$ cat src/lmsc_pkg.sv
// Shared constants for the LED matrix scan controller.
// Assumes a 25 MHz reference clock; all timing counts derive from it.
package lmsc_pkg;
    localparam int REF_CLK_KHZ      = 25000;
    // Times in nanoseconds, as specified.
    localparam int DIM_24K_NS       = 42000;
    localparam int DIM_12K_NS       = 84000;
    localparam int BLANK_SHORT_NS   = 1000;
    localparam int BLANK_LONG_NS    = 2000;
    // Exact cycle counts; 40 ns divides every figure.
    localparam int DIM_24K_CYC      = (DIM_24K_NS * (REF_CLK_KHZ / 1000) + 999) / 1000;
    localparam int DIM_12K_CYC      = (DIM_12K_NS * (REF_CLK_KHZ / 1000) + 999) / 1000;
    localparam int BLANK_SHORT_CYC  = (BLANK_SHORT_NS * (REF_CLK_KHZ / 1000) + 999) / 1000;
    localparam int BLANK_LONG_CYC   = (BLANK_LONG_NS * (REF_CLK_KHZ / 1000) + 999) / 1000;
    localparam int CNT_W            = 12;
    // Boost pass-through thresholds in percent of target.
    localparam int PASS_ENTER_PCT   = 101;
    localparam int PASS_EXIT_PCT    = 97;
    // Drive mode encodings.
    localparam logic [2:0] MODE_DIRECT   = 3'h0;
    localparam logic [2:0] MODE_MIX_BASE = 3'h4;
    localparam logic [7:0] CODE_RESET    = 8'h80;
    localparam logic       RANGE_RESET   = 1'b0;
    localparam int NUM_PINS         = 4;
    localparam int NUM_LEDS         = 12;
    typedef enum logic [1:0] {
        PH_DIM   = 2'b01,
        PH_BLANK = 2'b10
    } lmsc_phase_t;
endpackage : lmsc_pkg

$ cat src/lmsc_code_mem.sv
// Per-LED current-code memory, twelve matrix entries plus four direct entries.
// Write port from configuration; registered read port used by the scan logic.
`timescale 1ns/1ps
module lmsc_code_mem #(
    parameter int DEPTH = 16
) (
    input  wire logic       ref_clk,
    input  wire logic       reset_n,
    input  wire logic       wrEn,
    input  wire logic [3:0] wrAddr,
    input  wire logic [7:0] wrData,
    input  wire logic [3:0] rdAddr,
    output logic      [7:0] rdData_q
);
    logic [7:0] mem_q [DEPTH];

    always_ff @(posedge ref_clk or negedge reset_n) begin
        if (!reset_n) begin
            for (int i = 0; i < DEPTH; i++) begin
                mem_q[i] <= lmsc_pkg::CODE_RESET;
            end
            rdData_q <= lmsc_pkg::CODE_RESET;
        end else begin
            if (wrEn) begin
                mem_q[wrAddr] <= wrData;
            end
            rdData_q <= mem_q[rdAddr];
        end
    end
endmodule : lmsc_code_mem

$ cat src/lmsc_scan_ctrl.sv
// Scan sequencer: slot timing, scan switch and sink enables, clamp control,
// boost pass-through hysteresis, current range and code lookup.
// Assumes configuration ports are static or change with software sequencing.
`timescale 1ns/1ps
module lmsc_scan_ctrl (
    input  wire logic       ref_clk,
    input  wire logic       reset_n,
    input  wire logic [2:0] driveMode,
    input  wire logic [7:0] scanOrder,
    input  wire logic [3:0] directSelect,
    input  wire logic       pwmFreqSel,
    input  wire logic       gapSel,
    input  wire logic       clampDisable,
    input  wire logic       clampTimingSel,
    input  wire logic [1:0] clampLevelSel,
    input  wire logic       globalRange,
    input  wire logic [3:0] pwmOn,
    input  wire logic       codeWrEn,
    input  wire logic [3:0] codeWrAddr,
    input  wire logic [7:0] codeWrData,
    input  wire logic [7:0] outputPct,
    output logic      [3:0] scanSwitchEn_q,
    output logic      [3:0] sinkEn_q,
    output logic      [3:0] clampEn_q,
    output logic      [1:0] clampLevel_q,
    output logic            fullScaleHigh_q,
    output logic            passThrough_q,
    output logic      [1:0] activePin_q,
    output logic      [7:0] ledCode_q,
    output logic            frameStart_q
);
    localparam logic [lmsc_pkg::CNT_W-1:0] DIM24  = lmsc_pkg::CNT_W'(lmsc_pkg::DIM_24K_CYC);
    localparam logic [lmsc_pkg::CNT_W-1:0] DIM12  = lmsc_pkg::CNT_W'(lmsc_pkg::DIM_12K_CYC);
    localparam logic [lmsc_pkg::CNT_W-1:0] BLK1   = lmsc_pkg::CNT_W'(lmsc_pkg::BLANK_SHORT_CYC);
    localparam logic [lmsc_pkg::CNT_W-1:0] BLK2   = lmsc_pkg::CNT_W'(lmsc_pkg::BLANK_LONG_CYC);
    localparam logic [7:0]                 PENTER = 8'(lmsc_pkg::PASS_ENTER_PCT);
    localparam logic [7:0]                 PEXIT  = 8'(lmsc_pkg::PASS_EXIT_PCT);

    // Number of scans per mode; zero means direct drive.
    function automatic logic [2:0] scansOf(input logic [2:0] m);
        logic [2:0] n;
        n = 3'h0;
        if (m > lmsc_pkg::MODE_MIX_BASE) begin
            n = m - lmsc_pkg::MODE_MIX_BASE;
        end else begin
            n = m;
        end
        return n;
    endfunction : scansOf

    lmsc_pkg::lmsc_phase_t phase_q;
    lmsc_pkg::lmsc_phase_t phase_d;
    logic [lmsc_pkg::CNT_W-1:0] cnt_q;
    logic [lmsc_pkg::CNT_W-1:0] cnt_d;
    logic [1:0]                 slot_q;
    logic [1:0]                 slot_d;

    wire logic [2:0] scanCount = scansOf(driveMode);
    wire logic       isDirect  = (driveMode == lmsc_pkg::MODE_DIRECT);
    wire logic       isMix     = (driveMode > lmsc_pkg::MODE_MIX_BASE);
    wire logic [lmsc_pkg::CNT_W-1:0] dimLen   = pwmFreqSel ? DIM12 : DIM24;
    wire logic [lmsc_pkg::CNT_W-1:0] blankLen = gapSel ? BLK2 : BLK1;
    wire logic [1:0] lastSlot = 2'(scanCount - 3'h1);
    wire logic [1:0] curPin   = scanOrder[2*slot_q +: 2];
    wire logic       dimDone  = (phase_q == lmsc_pkg::PH_DIM) && (cnt_q == dimLen - 1'b1);
    wire logic       blkDone  = (phase_q == lmsc_pkg::PH_BLANK) && (cnt_q == blankLen - 1'b1);
    wire logic       inDim    = (phase_q == lmsc_pkg::PH_DIM);
    wire logic [3:0] pinOneHot = 4'h1 << curPin;
    // Direct outputs in mix mode never scan; remaining pins follow the matrix.
    wire logic [3:0] directMask = isDirect ? 4'hF : (isMix ? directSelect : 4'h0);
    wire logic [3:0] swNext  = (inDim && !isDirect) ? (pinOneHot & ~directMask) : 4'h0;
    wire logic [3:0] sinkNext = inDim ? (isDirect ? 4'hF : ~pinOneHot) : 4'h0;
    // Clamp in blank, or additionally while a sink's PWM is off in dimming.
    wire logic [3:0] clampRaw = inDim ? (clampTimingSel ? (sinkNext & ~pwmOn) : 4'h0) : 4'hF;
    wire logic [3:0] clampNext = clampDisable ? 4'h0 : clampRaw;
    // Code index: matrix LED anode curPin, index y = (sinkPin - curPin - 1) mod 4.
    logic [1:0] sinkPtr_q;
    wire logic [1:0] ledIdx = 2'(sinkPtr_q - curPin - 2'h1);
    wire logic [3:0] rdAddr = isDirect ? {2'h3, sinkPtr_q} : 4'(curPin * 3 + ledIdx);

    always_comb begin
        phase_d = phase_q;
        cnt_d   = cnt_q + 1'b1;
        slot_d  = slot_q;
        case (phase_q)
            lmsc_pkg::PH_DIM: begin
                if (dimDone) begin
                    phase_d = lmsc_pkg::PH_BLANK;
                    cnt_d   = '0;
                end
            end
            lmsc_pkg::PH_BLANK: begin
                if (blkDone) begin
                    phase_d = lmsc_pkg::PH_DIM;
                    cnt_d   = '0;
                    slot_d  = (isDirect || slot_q >= lastSlot) ? 2'h0 : slot_q + 2'h1;
                end
            end
            default: begin
                phase_d = lmsc_pkg::PH_DIM;
                cnt_d   = '0;
                slot_d  = 2'h0;
            end
        endcase
    end

    always_ff @(posedge ref_clk or negedge reset_n) begin
        if (!reset_n) begin
            phase_q   <= lmsc_pkg::PH_DIM;
            cnt_q     <= '0;
            slot_q    <= 2'h0;
            sinkPtr_q <= 2'h0;
        end else begin
            phase_q   <= phase_d;
            cnt_q     <= cnt_d;
            slot_q    <= slot_d;
            sinkPtr_q <= sinkPtr_q + 2'h1;
        end
    end

    always_ff @(posedge ref_clk or negedge reset_n) begin
        if (!reset_n) begin
            scanSwitchEn_q  <= 4'h0;
            sinkEn_q        <= 4'h0;
            clampEn_q       <= 4'h0;
            clampLevel_q    <= 2'h0;
            fullScaleHigh_q <= lmsc_pkg::RANGE_RESET;
            activePin_q     <= 2'h0;
            frameStart_q    <= 1'b0;
        end else begin
            scanSwitchEn_q  <= swNext;
            sinkEn_q        <= sinkNext;
            clampEn_q       <= clampNext;
            clampLevel_q    <= clampLevelSel;
            fullScaleHigh_q <= globalRange;
            activePin_q     <= curPin;
            frameStart_q    <= blkDone && (isDirect || slot_q >= lastSlot);
        end
    end

    // Hysteresis between 97% and 101% of the target.
    always_ff @(posedge ref_clk or negedge reset_n) begin
        if (!reset_n) begin
            passThrough_q <= 1'b0;
        end else if (outputPct >= PENTER) begin
            passThrough_q <= 1'b1;
        end else if (outputPct < PEXIT) begin
            passThrough_q <= 1'b0;
        end
    end

    lmsc_code_mem #(
        .DEPTH(16)
    ) u_mem (
        .ref_clk (ref_clk),
        .reset_n (reset_n),
        .wrEn    (codeWrEn),
        .wrAddr  (codeWrAddr),
        .wrData  (codeWrData),
        .rdAddr  (rdAddr),
        .rdData_q(ledCode_q)
    );

    a_blank_dark: assert property (@(posedge ref_clk) disable iff (!reset_n)
        (phase_q == lmsc_pkg::PH_BLANK) |=> (scanSwitchEn_q == 4'h0 && sinkEn_q == 4'h0))
        else $error("Outputs active during blank");
    a_one_switch: assert property (@(posedge ref_clk) disable iff (!reset_n)
        $countones(scanSwitchEn_q) <= 1)
        else $error("More than one scan switch on");
    a_direct_noscan: assert property (@(posedge ref_clk) disable iff (!reset_n)
        (isDirect && $stable(driveMode)) |=> scanSwitchEn_q == 4'h0)
        else $error("Scan switch in direct mode");
    a_dim_then_blank: assert property (@(posedge ref_clk) disable iff (!reset_n)
        dimDone |=> phase_q == lmsc_pkg::PH_BLANK)
        else $error("Dimming not followed by blank");
    a_blank_short: assert property (@(posedge ref_clk) disable iff (!reset_n)
        ($rose(phase_q == lmsc_pkg::PH_BLANK) && !gapSel) |-> ##25 phase_q == lmsc_pkg::PH_DIM)
        else $error("Short blank length wrong");
    a_dim_24k: assert property (@(posedge ref_clk) disable iff (!reset_n)
        ($rose(inDim) && !pwmFreqSel) |-> inDim [*8] ##1 (cnt_q == 12'd8))
        else $error("Dimming interval counting wrong");
    a_pass_enter: assert property (@(posedge ref_clk) disable iff (!reset_n)
        (outputPct >= PENTER) |=> passThrough_q)
        else $error("Pass-through not entered");
    a_pass_exit: assert property (@(posedge ref_clk) disable iff (!reset_n)
        (outputPct < PEXIT) |=> !passThrough_q)
        else $error("Pass-through not left");
    a_clamp_off: assert property (@(posedge ref_clk) disable iff (!reset_n)
        clampDisable |=> clampEn_q == 4'h0)
        else $error("Clamp active while disabled");
    a_range_follow: assert property (@(posedge ref_clk) disable iff (!reset_n)
        ##1 fullScaleHigh_q == $past(globalRange))
        else $error("Range bit not applied");

    c_frame: cover property (@(posedge ref_clk) disable iff (!reset_n) frameStart_q && driveMode == 3'h4);
    c_mix: cover property (@(posedge ref_clk) disable iff (!reset_n) isMix && scanSwitchEn_q != 4'h0);
    c_pass: cover property (@(posedge ref_clk) disable iff (!reset_n) $fell(passThrough_q));
endmodule : lmsc_scan_ctrl

$ cat config.mk
export PLATFORM = sky130hd
export DESIGN_NAME = lmsc_scan_ctrl
export DESIGN_NICKNAME = d
export VERILOG_FILES = /design/src/lmsc_pkg.sv /design/src/lmsc_code_mem.sv /design/src/lmsc_scan_ctrl.sv
export SDC_FILE = /design/constraint.sdc
export NUM_CORES = 1
export LEC_CHECK = 0
export CAP_MARGIN = 10
export CORE_MARGIN = 8
export CORE_UTILIZATION = 45
export CTS_CLUSTER_DIAMETER = 150
export DETAILED_ROUTE_END_ITERATION = 10
export DONT_BUFFER_PORTS = 1
export PLACE_DENSITY = 0.64
export SLEW_MARGIN = 40
export SYNTH_ARGS = -nofsm -noshare
export SYNTH_HDL_FRONTEND = slang
export SYNTH_HIERARCHICAL = 1
export SYNTH_SLANG_ARGS = --single-unit
$ cat constraint.sdc
create_clock -name ref_clk -period 10.15 [get_ports ref_clk]
set_input_delay 0 -clock ref_clk [delete_from_list [all_inputs] [get_ports ref_clk]]
set_output_delay 0 -clock ref_clk [all_outputs]
set_load 0.1 [all_outputs]
---- Word-level counts from Yosys, hierarchy flattened ----
Index checks and enable logic that the tools add are counted.
storage, ports and cells
  bits in latches ......................... 0
  bits in writable memories ............... 0
  bits in read-only memories .............. 0
  logic and storage cells ................. 103
  output and inout bits ................... 27
  input port bits ......................... 49
  memories ................................ 0
  register bits ........................... 173
cells by class
  reduce and logical (&&, ||, !) cells .... 11
  muxes and demuxes ....................... 29
  bitwise gates (word level) .............. 8
  add/subtract/negate cells ............... 10
  multipliers ............................. 1
  order comparisons ....................... 7
  div/mod/pow operators ................... 0
  shift operators ......................... 2
  equal/unequal tests ..................... 6
operators by type and width
  kind                     number
  $bwmux W128              1
  $mux W12                 3
  $mux W4                  9
  $bmux W8 S4              1
  $demux W8 S4             1
  $eq A12 B12 Y1           2
  $mux W8                  3
  $pmux W12 S2             1
  $add A12 B1 Y12 const B  1
  $not A4 Y4               3
  $sub A12 B1 Y12 const B  1
  $ge A5 B5 Y1 const B     2
  $mux W2                  5
  $not A4 Y5               2
  $and A4 B4 Y4            2
  $ge A8 B7 Y1 const B     1
  $lt A8 B7 Y1 const B     1
  $pmux W2 S2              2
  $shiftx A8 B4 Y2         1
  $sub A6 B1 Y7 const B    1
  $mux W6                  1
  $sub A2 B1 Y2 const B    3
  $logic_and A1 B1 Y1      5
  $lt A5 B1 Y1 const B     1
  other kinds (17)         21

---- Logic depth before layout (Yosys ltp) ----
  depth after elaboration ................. 9
  gate-level depth with buffers ........... 14
  mapped depth without buffers ............ 13

---- Cells and area by module ----
Netlist, hierarchy kept.
modules (own cells, without submodules)
  module          instances  cells each  seq. area each (µm²)  area an instance (µm²)
  lmsc_code_mem   1          370         3,424.5               6,039.5
  lmsc_scan_ctrl  1          183         927.1                 2,015.7

---- Worst setup path after synthesis ----
OpenSTA, ideal clock, no wires.
  path kind ............................... register to register
  from .................................... reg slot_q[0]
  to ...................................... reg u_mem.rdData_q[0]
  setup time .............................. 0.124 ns
  buffers on the path ..................... 1
  slack ................................... 6.650 ns
  required time ........................... 10.026 ns
  stages on the path, launching flop included .. 14
  period minus slack after synthesis ...... 3.500 ns
  arrival ................................. 3.376 ns
  cell sequence ........................... dfrtp_1 -> mux4_2 -> inv_1 -> ha_1 -> xnor2_1 -> xnor2_1 -> fa_1 -> inv_1 -> ha_1 -> mux2_2 -> buf_1 -> mux4_2 -> a22oi_1 -> nand2_1
on the way
  longest elaborated chain between the ends .. 9
  elaborated cells on any way between the ends .. 10
  those cells by class .................... 3 x add/sub; 1 x mul; 1 x shift; 4 x mux; 1 x bitwise
RTL lines
  what                                                                   RTL line               RTL
  start: declaration                                                     lmsc_scan_ctrl.sv:55   logic [1:0] slot_q;
  start signal: assignment                                               lmsc_scan_ctrl.sv:116  slot_q <= slot_d;
  $shiftx A8 B4 Y2 (*)                                                   lmsc_scan_ctrl.sv:64   wire logic [1:0] curPin = scanOrder[2*slot_q +: 2];
  named net curPin[0]                                                    lmsc_scan_ctrl.sv:64
  parallel branches: the longest is 2 deep, another holds $mul A2 B2 Y4  n/a
  $add A4 B2 Y4 (*)                                                      lmsc_scan_ctrl.sv:79   wire logic [3:0] rdAddr = isDirect ? {2'h3, sinkPtr_q} : 4'(curPin * 3 + ledIdx);
  $mux W4 (*)                                                            lmsc_scan_ctrl.sv:79
  named net rdAddr[1]                                                    lmsc_scan_ctrl.sv:79
  $not A4 Y5 (not written as such) (*)                                   lmsc_code_mem.sv:27    rdData_q <= mem_q[rdAddr];
  $bmux W8 S4 (*)                                                        lmsc_code_mem.sv:27
  $mux W8 (not written as such) (*) (2 in a row)                         lmsc_code_mem.sv:27
  end signal: assignment                                                 lmsc_code_mem.sv:22    rdData_q <= lmsc_pkg::CODE_RESET;
  end signal: assignment                                                 lmsc_code_mem.sv:27
  end: declaration                                                       lmsc_code_mem.sv:13    output logic [7:0] rdData_q
Mark *: on every way through the listed nets, which the timed path passes. The select of a mux whose other input is x is not followed.
A chain may end at the register's enable or synchronous reset.

---- Final worst setup path ----
  from .................................... reg slot_q[0]
  to ...................................... reg u_mem.rdData_q[7]
The elaborated chain is that of the path after synthesis.

==> impl_metrics.yaml <==
timing:
  min_period_ns: 3.98
  skew_ns: 0.00564
  fin_setup_tns_ns: 0
  slew_violations: 0
  rsz0062_at_grt: "false"
  maxSlewHeadroom_pct: 40.4
  finalCritPeriodShare_pct: 39.2
  fmax_ghz: 0.251
  fin_hold_ws_ns: 0.0866
  worstMarginPinSlew_ns: 0.894
  setup_viol: 0
  hold_violations: 0
floorplanning:
  start_util_pct: 45.3
  io_pins: 76
  row_count: 49
  die_area_sq_um: 22400
  die_h_microns: 150
  die_w_microns: 150
  core_area_sq_um: 17800
synthesis:
  async_flop_share_pct: 100
  synth_warnings: 6
  synth_area_sq_um: 8060
  syn_nets: 617
  ys_ff_latch: 173
  syn_inst: 553
  yosys.area.top_type_share_pct: 48.2
  synth.most_common_cell: "dfrtp_1"
  synth.distinct_cells: 52
  synth-edff-count: 0
  ys_seq_area_share_pct: 54.0
  synthTopCellsByArea: "dfrtp_1, mux2_2, mux4_2"
  yosys.area.top_type: "dfrtp_1"
  syn_area_per_cell_sq_um: 14.6
  synthFlopType: "dfrtp_1"
  synthTopCellsByCount: "dfrtp_1, mux2_2, mux4_2"
pwr:
  power.leakage_uw: 0.00388
  internal_power_uw: 1430
  switchingPower_uw: 589
  power_density_nw_per_um2: 218
  power_frac_seq_pct: 50.9
  comb_power_share_pct: 16.7
  ir_drop_mv: 0.139
  clock_power_share_pct: 32.3
  p_sw_share_pct: 29.2
worst_setup_path:
  worstPathMaxFanout: 8
  cp-start-kind: "register"
  slowest_delay_ns: 0.61
  startpoint: "slot_q[0]"
  critical_path_required_ns: 10.50
  worst-setup-path-type: "reg2reg"
  worstPathCellList: "mux4_2 > inv_1 > ha_1 > xnor2_1 > xnor2_1 > fa_1 > inv_1 > ha_1 > fa_1 > nand2b_1 > nor2b_2 > a22oi_1 > nand2_1"
  r2r_cells: 13
  regToRegStartpoint: "slot_q[0]"
  worstSetupEndpointType: "register"
  slowest_stage: "mux4_2"
  arrival_ns: 4.33
  ff2ff_setup_slack_ns: 6.17
  cp-endpoint: "u_mem/rdData_q[7]"
  r2r_end: "u_mem/rdData_q[7]"
global_routing:
  track_usage_pct: 16.6
  first_global_vias: 4963
  grt_pass1_wl_microns: 28300
  grt_overflow: 0
  antenna_found_initial: 1
  grt_max_degree: 174
clock_tree:
  htree_levels: 4
  clock_tree.buffer_depth: 2
  post-cts-setup-buffers: 0
  root_buffer: "clkbuf_16"
  cts_tree: "done"
  clock_latency_ns: 0.42
  cts_inserted_buffers: 17
  cts.reportedPaths.clkPinSlew_ns: 0.06
  cts_hold_buf: 36
  numClockSinks: 173
  postCtsResizedCells: 0
route:
  vias: 4723
  drt_iter0_markers: 306
  postRouteAntennaNets: 0
  vias_per_cell: 5.72
  routed_wl_microns: 17800
  routedWlPerCell_microns: 21.6
  firstDrtPassIters: 4
  drcViolationCount: 0
place:
  hpwl_microns: 11000
  routabilityCongestion: 0.781
  placed_area_sq_um: 8240
  portBuffers: 0
final_layout:
  fin_util_pct: 52.0
  fin_nets: 646
  nFillCells: 1440
  syn_to_final_growth_pct: 14.7
  drive_gt1_share_pct: 42.7
  design_area_sq_um: 9240
flow_run:
  cap_violations: 0
status:
  outcome: "completed"
min_path:
  hold_class: "in2reg"
kinds of logic after synthesis:
logic type	synth area share, %
flops	54.0
mux	27.5
simple gates	7.13
compound gates	4.77
buf+inv	2.50
fa+ha+maj	2.52
xor+xnor	1.52
layout make-up:
| cell class | instances | area [sq um] | share of cell area [%] |
|---|---|---|---|
| inverter | 14 | 52.6 | 0.569 |
| antenna | 1 | 2.50 | 0.0271 |
| clock inverter | 11 | 143 | 1.54 |
| sequential | 173 | 4360 | 47.2 |
| timing repair buffer | 38 | 413 | 4.47 |
| tap | 229 | 287 | 3.10 |
| multi-input combinational | 338 | 3530 | 38.2 |
| clock buffer | 21 | 450 | 4.87 |
worst min path at each step:
stage	start	end	slack [ns]	cells after the start
detailed placement	reset_n	cnt_q[10]	-0.29	0
floorplan	reset_n	activePin_q[0]	-0.30	0
CTS	codeWrAddr[1]	u_mem/mem_q[96]	0.06	3
global route	codeWrAddr[1]	u_mem/mem_q[96]	0.07	3
global placement	reset_n	cnt_q[10]	-0.29	0
finish	codeWrAddr[1]	u_mem/mem_q[96]	0.09	3
sequential cells by signal (all words and copies together), names as in the netlist:
name / count
fullScaleHigh_q: 1
sinkPtr_q: 2
activePin_q: 2
sinkEn_q: 4
u_mem/rdData_q: 8
cnt_q: 12
scanSwitchEn_q: 4
frameStart_q: 1
clampEn_q: 4
passThrough_q: 1
u_mem/mem_q: 128
phase_q: 2
slot_q: 2
clampLevel_q: 2
layout by cell type, fill, tap and decap left out, types with 3 or more instances in the layout:
| master | n |
|---|---|
| dfrtp_2 | 9 |
| clkbuf_1 | 3 |
| xnor2_1 | 11 |
| nand3b_1 | 6 |
| inv_1 | 14 |
| dlygate4sd3_1 | 35 |
| a21oi_1 | 23 |
| mux2_2 | 128 |
| a22oi_1 | 17 |
| nor2b_2 | 3 |
| nand2_1 | 19 |
| dfrtp_1 | 146 |
| nand3_1 | 11 |
| bufinv_16 | 3 |
| clkbuf_16 | 17 |
| nor3_1 | 4 |
| ha_1 | 13 |
| a21oi_2 | 3 |
| clkinv_2 | 3 |
| clkinvlp_4 | 5 |
| nand2b_1 | 8 |
| nor2_2 | 10 |
| mux4_2 | 34 |
| dfstp_2 | 18 |
| nor2_1 | 11 |
| xor2_1 | 3 |
| nand3b_2 | 3 |
layer usage:
metal  vias up  GRT usage, %  share of wire, %
li1       2090             -                 -
met4         0          5.55               1.1
met3        16          3.30               3.9
met5         -             0                 0
met1      2532          21.6                44
met2        85          27.4                51
critical path: cells and delay by family (launching register included):
family / cells / cell delay [ns]
adder cells (fa/ha/maj): 4 / 1.29
AND/OR/NAND/NOR: 3 / 0.92
multiplexers: 1 / 0.61
flip-flops: 1 / 0.41
AO/OA/AOI/OAI: 1 / 0.24
XOR/XNOR: 2 / 0.23
buffers and inverters: 2 / 0.22
per-stage QoR:
stage,std cells,worst slack (ns),total power [uW]
2_1_floorplan,553,6.65,1270
3_3_place_gp,755,5.94,1320
3_5_place_dp,755,6.22,1340
4_1_cts,823,6.21,2030
5_1_grt,825,5.97,2110
6_report,825,6.17,2020
power by group through the flow:
stage / logic (uW) / clock network, uW / registers (uW)
floorplan: 259 / 0 / 1010
global placement: 293 / 0 / 1030
detailed placement: 305 / 0 / 1040
CTS: 338 / 665 / 1030
global route: 367 / 694 / 1040
finish: 338 / 652 / 1030
No activity file was read; power rests on OpenSTA's default activity.
